[config.mk]
export PLATFORM = sky130hd
export DESIGN_NAME = pord_top
export DESIGN_NICKNAME = d
export VERILOG_FILES = /design/src/core/pord_pkg.sv /design/src/core/pord_top.sv
export VERILOG_INCLUDE_DIRS = /design/src /design/src/core
export SDC_FILE = /design/constraint.sdc
export NUM_CORES = 1
export LEC_CHECK = 0
export ABC_AREA = 1
export BUFFER_PORTS_ARGS = -buffer_cell sky130_fd_sc_hd__buf_2
export CAP_MARGIN = 20
export CORE_ASPECT_RATIO = 1.5
export CORE_MARGIN = 1
export CORE_UTILIZATION = 40
export DETAILED_ROUTE_END_ITERATION = 16
export PLACE_DENSITY_LB_ADDON = 0.05
export SLEW_MARGIN = 20
export SYNTH_ARGS = -nofsm -noshare
export SYNTH_HDL_FRONTEND = slang
export SYNTH_SLANG_ARGS = --single-unit
[constraint.sdc]
create_clock -name clk_sys -period 2.2 [get_ports clk_sys]
set_clock_uncertainty 0.2 [all_clocks]
set_input_delay 0 -clock clk_sys [delete_from_list [all_inputs] [get_ports clk_sys]]
set_output_delay 0 -clock clk_sys [all_outputs]
set_load 0.01 [all_outputs]
[src/core/pord_map.svh]
// Offsets, reset values and timing constants of the power-on block
// Function
// Hold reset output until power-up sequence completes
// Hold-pin mode: on request starts sequence, releases reset
// Hold-pin mode: shut down after window unless held
// Host raises hold pin within window, keeps it
// Hold pin falling edge is an off request
// Auto mode: keep-alive bit set at sequence end
// No auto-set: keep-alive bit replaces hold pin; the code selects it by ackMode, whatever autoSet is
// Host writes keep-alive bit to one, keeps it
// Boot pin selects stored region and sequence selector
// Boot pin latched at power-up end, readable
// Sequence branches on boot level, table unchanged
// Sequence is ordered series of register writes
// Software may overwrite settings after sequence completes
// Power-on reset clears every register domain
// Power-on domain survives hardware and switch-off resets
// Off request with hardware reset runs off sequence
// Off request without it does switch-off reset
// Hardware reset clears hardware and switch-off domains
// Switch-off reset clears only switch-off domain
// Reset levels nested: zero, one, two
// Power-on domain holds heat, short, mask, cause
// Hardware domain holds configuration and boot status
// Switch-off domain holds keep-alive and enables
// Window counter runs from clock, starts at active
`ifndef PORD_MAP_SVH
`define PORD_MAP_SVH
// ------------------------------------------------------------
// Register word offsets (byte address is offset times four)
// ------------------------------------------------------------
`define PORD_OFS_DEVCTL 6'h00
`define PORD_OFS_CFG 6'h01
`define PORD_OFS_STATUS 6'h02
`define PORD_OFS_CAUSE 6'h03
`define PORD_OFS_PORFLG 6'h04
`define PORD_OFS_RESEN 6'h05
// ------------------------------------------------------------
// Reset values
// ------------------------------------------------------------
`define PORD_RST_ACKMODE 1'h0
`define PORD_RST_AUTOSET 1'h1
`define PORD_RST_OFFHW 1'h1
`define PORD_RST_MASK 8'hFF
// ------------------------------------------------------------
// Timing
// ------------------------------------------------------------
`define PORD_CLK_KHZ 125000
`define PORD_HOLD_MS 8000
`define PORD_STEP_US 200
`define PORD_NRES 8
`endif

[src/core/pord_pkg.sv]
// Types of the power-on block
package pord_pkg;
  typedef enum logic [2:0] {
    ST_OFF, ST_ONSEQ, ST_ACTIVE, ST_SLEEP, ST_OFFSEQ
  } pord_state_e;
  typedef enum logic [1:0] {SQ_ON, SQ_ACT_OFF, SQ_SLP_OFF} pord_seq_e;
  typedef struct packed {
    logic last;
    logic [7:0] en;
  } pord_op_s;
  typedef struct packed {
    logic [7:0] address;
    logic read;
    logic write;
    logic [31:0] writedata;
  } pord_avm_s;
  typedef struct packed {
    logic [31:0] readdata;
    logic waitrequest;
  } pord_rsp_s;
endpackage

[src/core/pord_top.sv]
// Power-on acknowledge, boot select and nested reset domains
//
// The address map and the Avalon-MM interface to the registers were decided locally.
`timescale 1ns/1ps
`include "pord_map.svh"
module pord_top #(
  parameter int unsigned HOLD_CYC = `PORD_HOLD_MS * `PORD_CLK_KHZ,
  parameter int unsigned STEP_CYC = `PORD_STEP_US * `PORD_CLK_KHZ / 1000
) (
  // Clock and power-on reset
  input wire logic clk_sys,
  input wire logic rstn,
  // Avalon-MM slave
  input wire pord_pkg::pord_avm_s avm,
  output pord_pkg::pord_rsp_s avmRsp,
  // Pins
  input wire logic holdActivePin,
  input wire logic onReqPin,
  input wire logic bootPin,
  input wire logic sleepPin,
  input wire logic [3:0] heatIn,
  input wire logic [3:0] shortIn,
  // Outputs
  output logic rstOutN,
  output logic [`PORD_NRES-1:0] resEn
);
  import pord_pkg::*;

  // ------------------------------------------------------------
  // Pin synchronisers
  // ------------------------------------------------------------
  logic [11:0] syncA;
  logic [11:0] syncB;
  logic holdS;
  logic onS;
  logic bootS;
  logic sleepS;
  logic [3:0] heatS;
  logic [3:0] shortS;

  always_ff @(posedge clk_sys) begin
    if (!rstn) begin
      syncA <= 12'h000;
      syncB <= 12'h000;
    end else begin
      syncA <= {shortIn, heatIn, sleepPin, bootPin, onReqPin,
                holdActivePin};
      syncB <= syncA;
    end
  end

  assign holdS = syncB[0];
  assign onS = syncB[1];
  assign bootS = syncB[2];
  assign sleepS = syncB[3];
  assign heatS = syncB[7:4];
  assign shortS = syncB[11:8];

  // ------------------------------------------------------------
  // Declarations
  // ------------------------------------------------------------
  pord_state_e state;
  pord_seq_e seqKind;
  pord_op_s op;
  logic [2:0] stepIdx;
  logic [31:0] stepCnt;
  logic [31:0] holdCnt;
  logic windowOn;
  logic onPrev;
  logic keepPrev;
  logic keepSig;
  logic keepFall;
  logic windowExpire;
  logic running;
  logic offReq;
  logic stepTick;
  logic seqDone;
  logic onDone;
  logic hardwareLevelReset;
  logic switchoffLevelReset;
  logic ackMode;
  logic autoSet;
  logic offHw;
  logic [7:0] hwScratch;
  logic bootStatus;
  logic [2:0] cause;
  logic [3:0] heatFlg;
  logic [3:0] shortFlg;
  logic [7:0] pgoodMask;
  logic keepalive;
  logic [7:0] swoScratch;
  logic wrEn;
  logic [5:0] word;
  logic [31:0] rdMux;

  // ------------------------------------------------------------
  // Sequence table
  // ------------------------------------------------------------
  // Selector 1 branches inside the table rather than using a copy
  function automatic pord_op_s seqOp(input pord_seq_e k,
                                     input logic sel,
                                     input logic [2:0] i);
    pord_op_s r;
    r = '{last: 1'b1, en: 8'h00};
    unique case (k)
      SQ_ON: begin
        unique case (i)
          3'h0: r = '{last: 1'b0, en: 8'h01};
          3'h1: r = '{last: 1'b0, en: 8'h03};
          3'h2: r = '{last: 1'b0, en: sel ? 8'h0B : 8'h07};
          default: r = '{last: 1'b1, en: sel ? 8'h1B : 8'h0F};
        endcase
      end
      SQ_ACT_OFF: begin
        unique case (i)
          3'h0: r = '{last: 1'b0, en: 8'h07};
          3'h1: r = '{last: 1'b0, en: 8'h03};
          3'h2: r = '{last: 1'b0, en: 8'h01};
          default: r = '{last: 1'b1, en: 8'h00};
        endcase
      end
      default: begin
        if (i == 3'h0) begin
          r = '{last: 1'b0, en: 8'h01};
        end
      end
    endcase
    return r;
  endfunction

  assign op = seqOp(seqKind, bootS, stepIdx); // see
  assign running = (state == ST_ONSEQ) || (state == ST_OFFSEQ);
  assign stepTick = running && (stepCnt == STEP_CYC - 1);
  assign seqDone = stepTick && op.last;
  assign onDone = seqDone && (state == ST_ONSEQ);

  // ------------------------------------------------------------
  // Acknowledge and off requests
  // ------------------------------------------------------------
  assign keepSig = ackMode ? keepalive : holdS;
  assign keepFall = keepPrev && !keepSig;
  assign windowExpire = windowOn && (holdCnt == HOLD_CYC - 1) &&
                        !keepSig;
  assign offReq = ((state == ST_ACTIVE) || (state == ST_SLEEP)) &&
                  (keepFall || windowExpire);
  // Reset level chosen by config at the end of the off sequence
  assign hardwareLevelReset = seqDone && (state == ST_OFFSEQ) &&
                              offHw;
  assign switchoffLevelReset = seqDone && (state == ST_OFFSEQ) &&
                               !offHw;

  always_ff @(posedge clk_sys) begin
    if (!rstn) begin
      onPrev <= 1'b0;
      keepPrev <= 1'b0;
    end else begin
      onPrev <= onS;
      keepPrev <= keepSig;
    end
  end

  // Window counter; a 32-bit count covers the full 8 s default
  always_ff @(posedge clk_sys) begin
    if (!rstn) begin
      windowOn <= 1'b0;
      holdCnt <= 32'h00000000;
    end else if (onDone) begin
      windowOn <= 1'b1;
      holdCnt <= 32'h00000000;
    end else if (windowOn) begin
      if (holdCnt == HOLD_CYC - 1 || state == ST_OFFSEQ) begin
        windowOn <= 1'b0;
      end
      holdCnt <= holdCnt + 32'h00000001;
    end
  end

  // ------------------------------------------------------------
  // State machine and reset output
  // ------------------------------------------------------------
  always_ff @(posedge clk_sys) begin
    if (!rstn) begin
      state <= ST_OFF;
      seqKind <= SQ_ON;
      rstOutN <= 1'b0;
    end else begin
      unique case (state)
        ST_OFF: begin
          if (onS && !onPrev) begin
            state <= ST_ONSEQ;
            seqKind <= SQ_ON;
          end
        end
        ST_ONSEQ: begin
          if (seqDone) begin
            state <= ST_ACTIVE;
            rstOutN <= 1'b1; // see
          end
        end
        ST_ACTIVE: begin
          if (offReq) begin
            state <= ST_OFFSEQ;
            seqKind <= SQ_ACT_OFF; // see
            rstOutN <= 1'b0;
          end else if (sleepS) begin
            state <= ST_SLEEP;
          end
        end
        ST_SLEEP: begin
          if (offReq) begin
            state <= ST_OFFSEQ;
            seqKind <= SQ_SLP_OFF; // see
            rstOutN <= 1'b0;
          end else if (!sleepS) begin
            state <= ST_ACTIVE;
          end
        end
        ST_OFFSEQ: begin
          if (seqDone) begin
            state <= ST_OFF;
          end
        end
      endcase
    end
  end

  // Step engine: each tick is one register write of the table
  always_ff @(posedge clk_sys) begin
    if (!rstn || !running) begin
      stepCnt <= 32'h00000000;
      stepIdx <= 3'h0;
    end else if (stepTick) begin
      stepCnt <= 32'h00000000;
      stepIdx <= stepIdx + 3'h1;
    end else begin
      stepCnt <= stepCnt + 32'h00000001;
    end
  end

  // ------------------------------------------------------------
  // Power-on domain, cleared by rstn only
  // ------------------------------------------------------------
  // Set wins over a write-one-to-clear in the same cycle
  always_ff @(posedge clk_sys) begin
    if (!rstn) begin
      cause <= 3'h0; // see
      heatFlg <= 4'h0;
      shortFlg <= 4'h0;
      pgoodMask <= `PORD_RST_MASK;
    end else begin // see
      if (wrEn && word == `PORD_OFS_CAUSE) begin
        cause <= (cause & ~avm.writedata[2:0]) |
                 {hardwareLevelReset, windowExpire && offReq,
                  keepFall && offReq};
      end else begin
        cause <= cause |
                 {hardwareLevelReset, windowExpire && offReq,
                  keepFall && offReq};
      end
      if (wrEn && word == `PORD_OFS_PORFLG) begin
        heatFlg <= (heatFlg & ~avm.writedata[3:0]) | heatS;
        shortFlg <= (shortFlg & ~avm.writedata[7:4]) | shortS;
        pgoodMask <= avm.writedata[15:8];
      end else begin
        heatFlg <= heatFlg | heatS;
        shortFlg <= shortFlg | shortS;
      end
    end
  end

  // ------------------------------------------------------------
  // Hardware domain
  // ------------------------------------------------------------
  always_ff @(posedge clk_sys) begin
    if (!rstn || hardwareLevelReset) begin // see
      ackMode <= `PORD_RST_ACKMODE;
      autoSet <= `PORD_RST_AUTOSET;
      offHw <= `PORD_RST_OFFHW;
      hwScratch <= 8'h00;
      bootStatus <= 1'b0;
    end else begin
      if (wrEn && word == `PORD_OFS_CFG) begin
        ackMode <= avm.writedata[0];
        autoSet <= avm.writedata[1];
        offHw <= avm.writedata[2];
        hwScratch <= avm.writedata[15:8];
      end
      if (onDone) begin
        bootStatus <= bootS;
      end
    end
  end

  // ------------------------------------------------------------
  // Switch-off domain
  // ------------------------------------------------------------
  always_ff @(posedge clk_sys) begin
    if (!rstn || hardwareLevelReset ||
        switchoffLevelReset) begin // see
      keepalive <= 1'b0;
      resEn <= 8'h00;
      swoScratch <= 8'h00;
    end else begin
      if (onDone && ackMode && autoSet) begin
        keepalive <= 1'b1;
      end else if (wrEn && word == `PORD_OFS_DEVCTL) begin
        keepalive <= avm.writedata[0];
      end
      if (stepTick) begin
        resEn <= op.en;
      end else if (wrEn && word == `PORD_OFS_RESEN) begin
        resEn <= avm.writedata[7:0];
        swoScratch <= avm.writedata[15:8];
      end
    end
  end

  // ------------------------------------------------------------
  // Avalon-MM slave
  // ------------------------------------------------------------
  // One wait cycle per access keeps readdata a plain flop
  assign word = avm.address[7:2];
  assign wrEn = avm.write && !avmRsp.waitrequest;

  always_comb begin
    unique case (word)
      `PORD_OFS_DEVCTL: rdMux = {31'h00000000, keepalive};
      `PORD_OFS_CFG: rdMux = {16'h0000, hwScratch, 5'h00, offHw,
                               autoSet, ackMode};
      `PORD_OFS_STATUS: rdMux = {26'h0000000, running, rstOutN,
                                  bootStatus, state};
      `PORD_OFS_CAUSE: rdMux = {29'h00000000, cause};
      `PORD_OFS_PORFLG: rdMux = {16'h0000, pgoodMask, shortFlg,
                                  heatFlg};
      `PORD_OFS_RESEN: rdMux = {16'h0000, swoScratch, resEn};
      default: rdMux = 32'h00000000;
    endcase
  end

  always_ff @(posedge clk_sys) begin
    if (!rstn) begin
      avmRsp <= '{readdata: 32'h00000000, waitrequest: 1'b1};
    end else if ((avm.read || avm.write) && avmRsp.waitrequest) begin
      avmRsp.waitrequest <= 1'b0;
      avmRsp.readdata <= avm.read ? rdMux : 32'h00000000;
    end else begin
      avmRsp.waitrequest <= 1'b1;
    end
  end
endmodule

==> results.md <==
- Combinational Power Share: 9.3%
- Cell count along the critical path: 10
- First-pass DRT Iterations: 4
- Post-Synthesis Cell Area: approximately 7900 sq um
- Worst setup EP type: register
- Worst setup margin: 0.194 ns
- Ys flop type: dfxtp_1
- Worst R2R End: resEn[7]$_SDFFE_PP0P_
- First-pass GRT wire length: 34.5 mm
- Most common cell after layout, fill and taps aside: nand2_1
- Longest Clk Path Bufs: 2
- Fin. max-slew vios: 0
- Setup TNS: 0 ns
- Routed Antenna Nets: 0
- PwrDens: 654 nW/um^2
- Startpoint types: register
- GRT Total Usage: 22.1%
- CTS Buf Count: 17
- H-tree Lvls: 4
- WL per Instance: about 14 microns
- Std cell rows: 62
- Int Power: about 4800 uW
- Initial antenna violation count: 0
- DP Worst Slack: around 0.12 ns
- Dominant cell type by area after synthesis: dfxtp_1
- Hold Crit Depth: 7
- Worst EP required: around 2.3 ns
- Worst Path Buf+Inv: 3
- Slowest stage cell, crit path: dfxtp_1
- Min Hold Slack: -0.0273 ns
- Data arrival time of the worst path: 2.13 ns
- Synth warnings: 0
- Io pins: 98
- Net count, final: 1,338
- Sw frac: 26.1%
- Leading post-synthesis cells by cell area: dfxtp_1 (42%), nand2_1 (14%), inv_1 (6.6%)
- Most frequent cells in the layout: nand2_1 (289), dfxtp_1 (164), inv_1 (137)
- Post-DP HPWL: about 16 mm
- Final Util: 51.5%
- Asr flop ratio synth: 0%
- EDFF count, synth: 0
- Final hold viol count: 7
- Die height: ~170 microns
- Routed wl met2: 11.0 mm
- Peak supply drop: around 0.55 mV
- Crit-path max cell delay: 0.42 ns
- Final setup viols: 0
- Yosys reg bits: around 170
- Initial Utilization: 41.0%
- Status: finished, violations left
- Area share of the largest cell type after synthesis: 41.8%
- Setup CP Type: register to register
- Hold EP: avmRsp[8]$_SDFFE_PN0P_
- GP Congestion: 0.832
- Area grow syn2layout: 25.4%
- Fmax: 499 MHz
- Diodes inserted: 0
- Total DRC errors in the routed layout: 0
- WL met3: 535 microns
- Worst min path class: input pin to register
- Routed vias: 7,274
- Final Critical Period: 2.01 ns
- Vias in the first global route: around 7,000
- Unique masters post-synth: 48
- Hold path start: avm[40]
- MaxCap Viol Count: 0
- Post-Synthesis Cells: 1,108
- Largest net degree at the start of global routing: 34
- Grt ovf: 0
- Clk root buf: clkbuf_16
- Fin crit share: 91.2%
- Violated checks: negative hold slack
- Reg2Reg Depth: 10
- Wl on met1: 9.14 mm
- Top Metal Used: met4
- Worst skew pair latency: 0.43 ns
- Total net switching power: 1690 uW
- Synthesized area per cell: just over 7 sq um
- Die area: 20,300 sq um
- Die width: roughly 120 microns
- Input/output buffers: 63
- Core Box Area: roughly 19,000 sq um
- Crit path cell chain: inv_2 -> nor3_2 -> nor2_4 -> nor2_4 -> nand2_4 -> nand2_4 -> clkinvlp_4 -> clkbuf_2 -> nand2_1 -> a21oi_1
- Post-synthesis sequential area ratio: approximately two fifths
- Clock share of power: 43.2%
- CP max FO: 7
- Share of cells above drive strength 1: 17.1%
- Overall routed net length: 21.2 mm
- Vias per cell: 4.71
- Fraction of power consumed by sequential logic: 47.5%
- R2R setup slack: a little under 0.2 ns
- Reg-to-reg startpoint: state[0]$_SDFFE_PN0P_
- TritonCTS clock tree: built
- Clock Sinks: 165
- Leakage: 0.00410 uW
- Iteration-0 DRC Markers: roughly 340
- Delay-heaviest family, CP: simple AND/OR/NAND/NOR gates
- Clock slew at reported path FFs: ~0.07 ns
-- stage by stage --
step	cell area (sq um)	std cells	power [uW]
6_report	9900	1545	6470
2_1_floorplan	7950	1123	3510
5_1_grt	9900	1545	6750
3_3_place_gp	8690	1448	3670
4_1_cts	9810	1537	6560
3_5_place_dp	8690	1448	3670
-- power by group through the flow --
stage	logic (uW)	clock network (uW)	registers, uW
2_1_floorplan	378	0	3130
3_3_place_gp	533	0	3140
3_5_place_dp	531	0	3140
4_1_cts	598	2890	3070
5_1_grt	669	3000	3080
6_report	603	2800	3070
-- routing by layer --
layer  vias up  track usage, %
li1       3839               -
met1      3309            25.4
met2        97            39.9
met3        29            3.59
met4         0            8.49
met5         -               0
-- synth_stat cells, types with 3 or more instances --
cell / number
a21oi_1: 79
dfxtp_1: 165
nor2_4: 5
o211ai_1: 9
nor3_1: 28
nor2_2: 24
nor3b_1: 6
nand3_1: 60
clkbuf_1: 12
nand2_2: 6
nand4_1: 30
a211oi_1: 3
buf_4: 20
o21ai_0: 22
xor2_1: 23
nor4_1: 4
nor3_2: 4
nand2_1: 290
a21oi_2: 4
xnor2_1: 7
inv_1: 138
inv_2: 9
ha_1: 6
nor2_1: 108
buf_2: 9
a22oi_1: 9
-- how the worst max path moves through the flow --
| stage | slack (ns) | to | from |
|---|---|---|---|
| floorplan | 0.29 | holdCnt[9]$_SDFFE_PP0P_ | stepCnt[0]$_SDFF_PP0_ |
| global placement | 0.17 | resEn[3]$_SDFFE_PP0P_ | stepCnt[16]$_SDFF_PP0_ |
| detailed placement | 0.12 | stepCnt[30]$_SDFF_PP0_ | stepCnt[0]$_SDFF_PP0_ |
| CTS | 0.07 | avmRsp[16]$_SDFFE_PN0P_ | avmRsp[0]$_SDFF_PN1_ |
| global route | -0.003 | seqKind[1]$_SDFFE_PN0P_ | holdCnt[0]$_SDFFE_PP0P_ |
| finish | 0.19 | resEn[7]$_SDFFE_PP0P_ | state[0]$_SDFFE_PN0P_ |
-- sequential cells by signal, indices dropped and copies added, names as in the netlist, 2 cells and up --
| register | count |
|---|---|
| holdCnt | 32 |
| stepCnt | 32 |
| avmRsp | 17 |
| syncA | 12 |
| syncB | 12 |
| hwScratch | 8 |
| pgoodMask | 8 |
| resEn | 8 |
| swoScratch | 8 |
| heatFlg | 4 |
| shortFlg | 4 |
| cause | 3 |
| state | 3 |
| stepIdx | 3 |
| seqKind | 2 |
-- worst register-to-register path: stages (launching register included) --
cell and delay, ns:
dfxtp_1 0.42, inv_2 0.08, nor3_2 0.22, nor2_4 0.11, nor2_4 0.17, nand2_4 0.13, nand2_4 0.13, clkinvlp_4 0.15
clkbuf_2 0.17, nand2_1 0.07, a21oi_1 0.06
-- cell families after synthesis --
kind of cell / share of synthesized area (%)
compound gates: 9.65
xor+xnor: 3.33
fa+ha+maj: 0.951
buf+inv: 10.7
flops: 41.8
other cells: 0.0475
simple gates: 33.5
-- what timing repair did --
item	4_1_cts	5_1_grt
hold endpoints to repair	108	16
hold buffers	57	2
gates resized for setup	0	11
buffers inserted	0	7
setup endpoints to repair	0	33
-- layout make-up --
| class | count | area [sq um] |
|---|---|---|
| fillers | 2008 | 9330 |
| clock inverters | 12 | 93.8 |
| inverters | 147 | 558 |
| flip-flops and latches | 165 | 3300 |
| multi-input cells | 767 | 3820 |
| clock buffers | 20 | 457 |
| well taps | 256 | 320 |
| repair buffers | 178 | 1350 |
(Power assumes the default switching activity.)
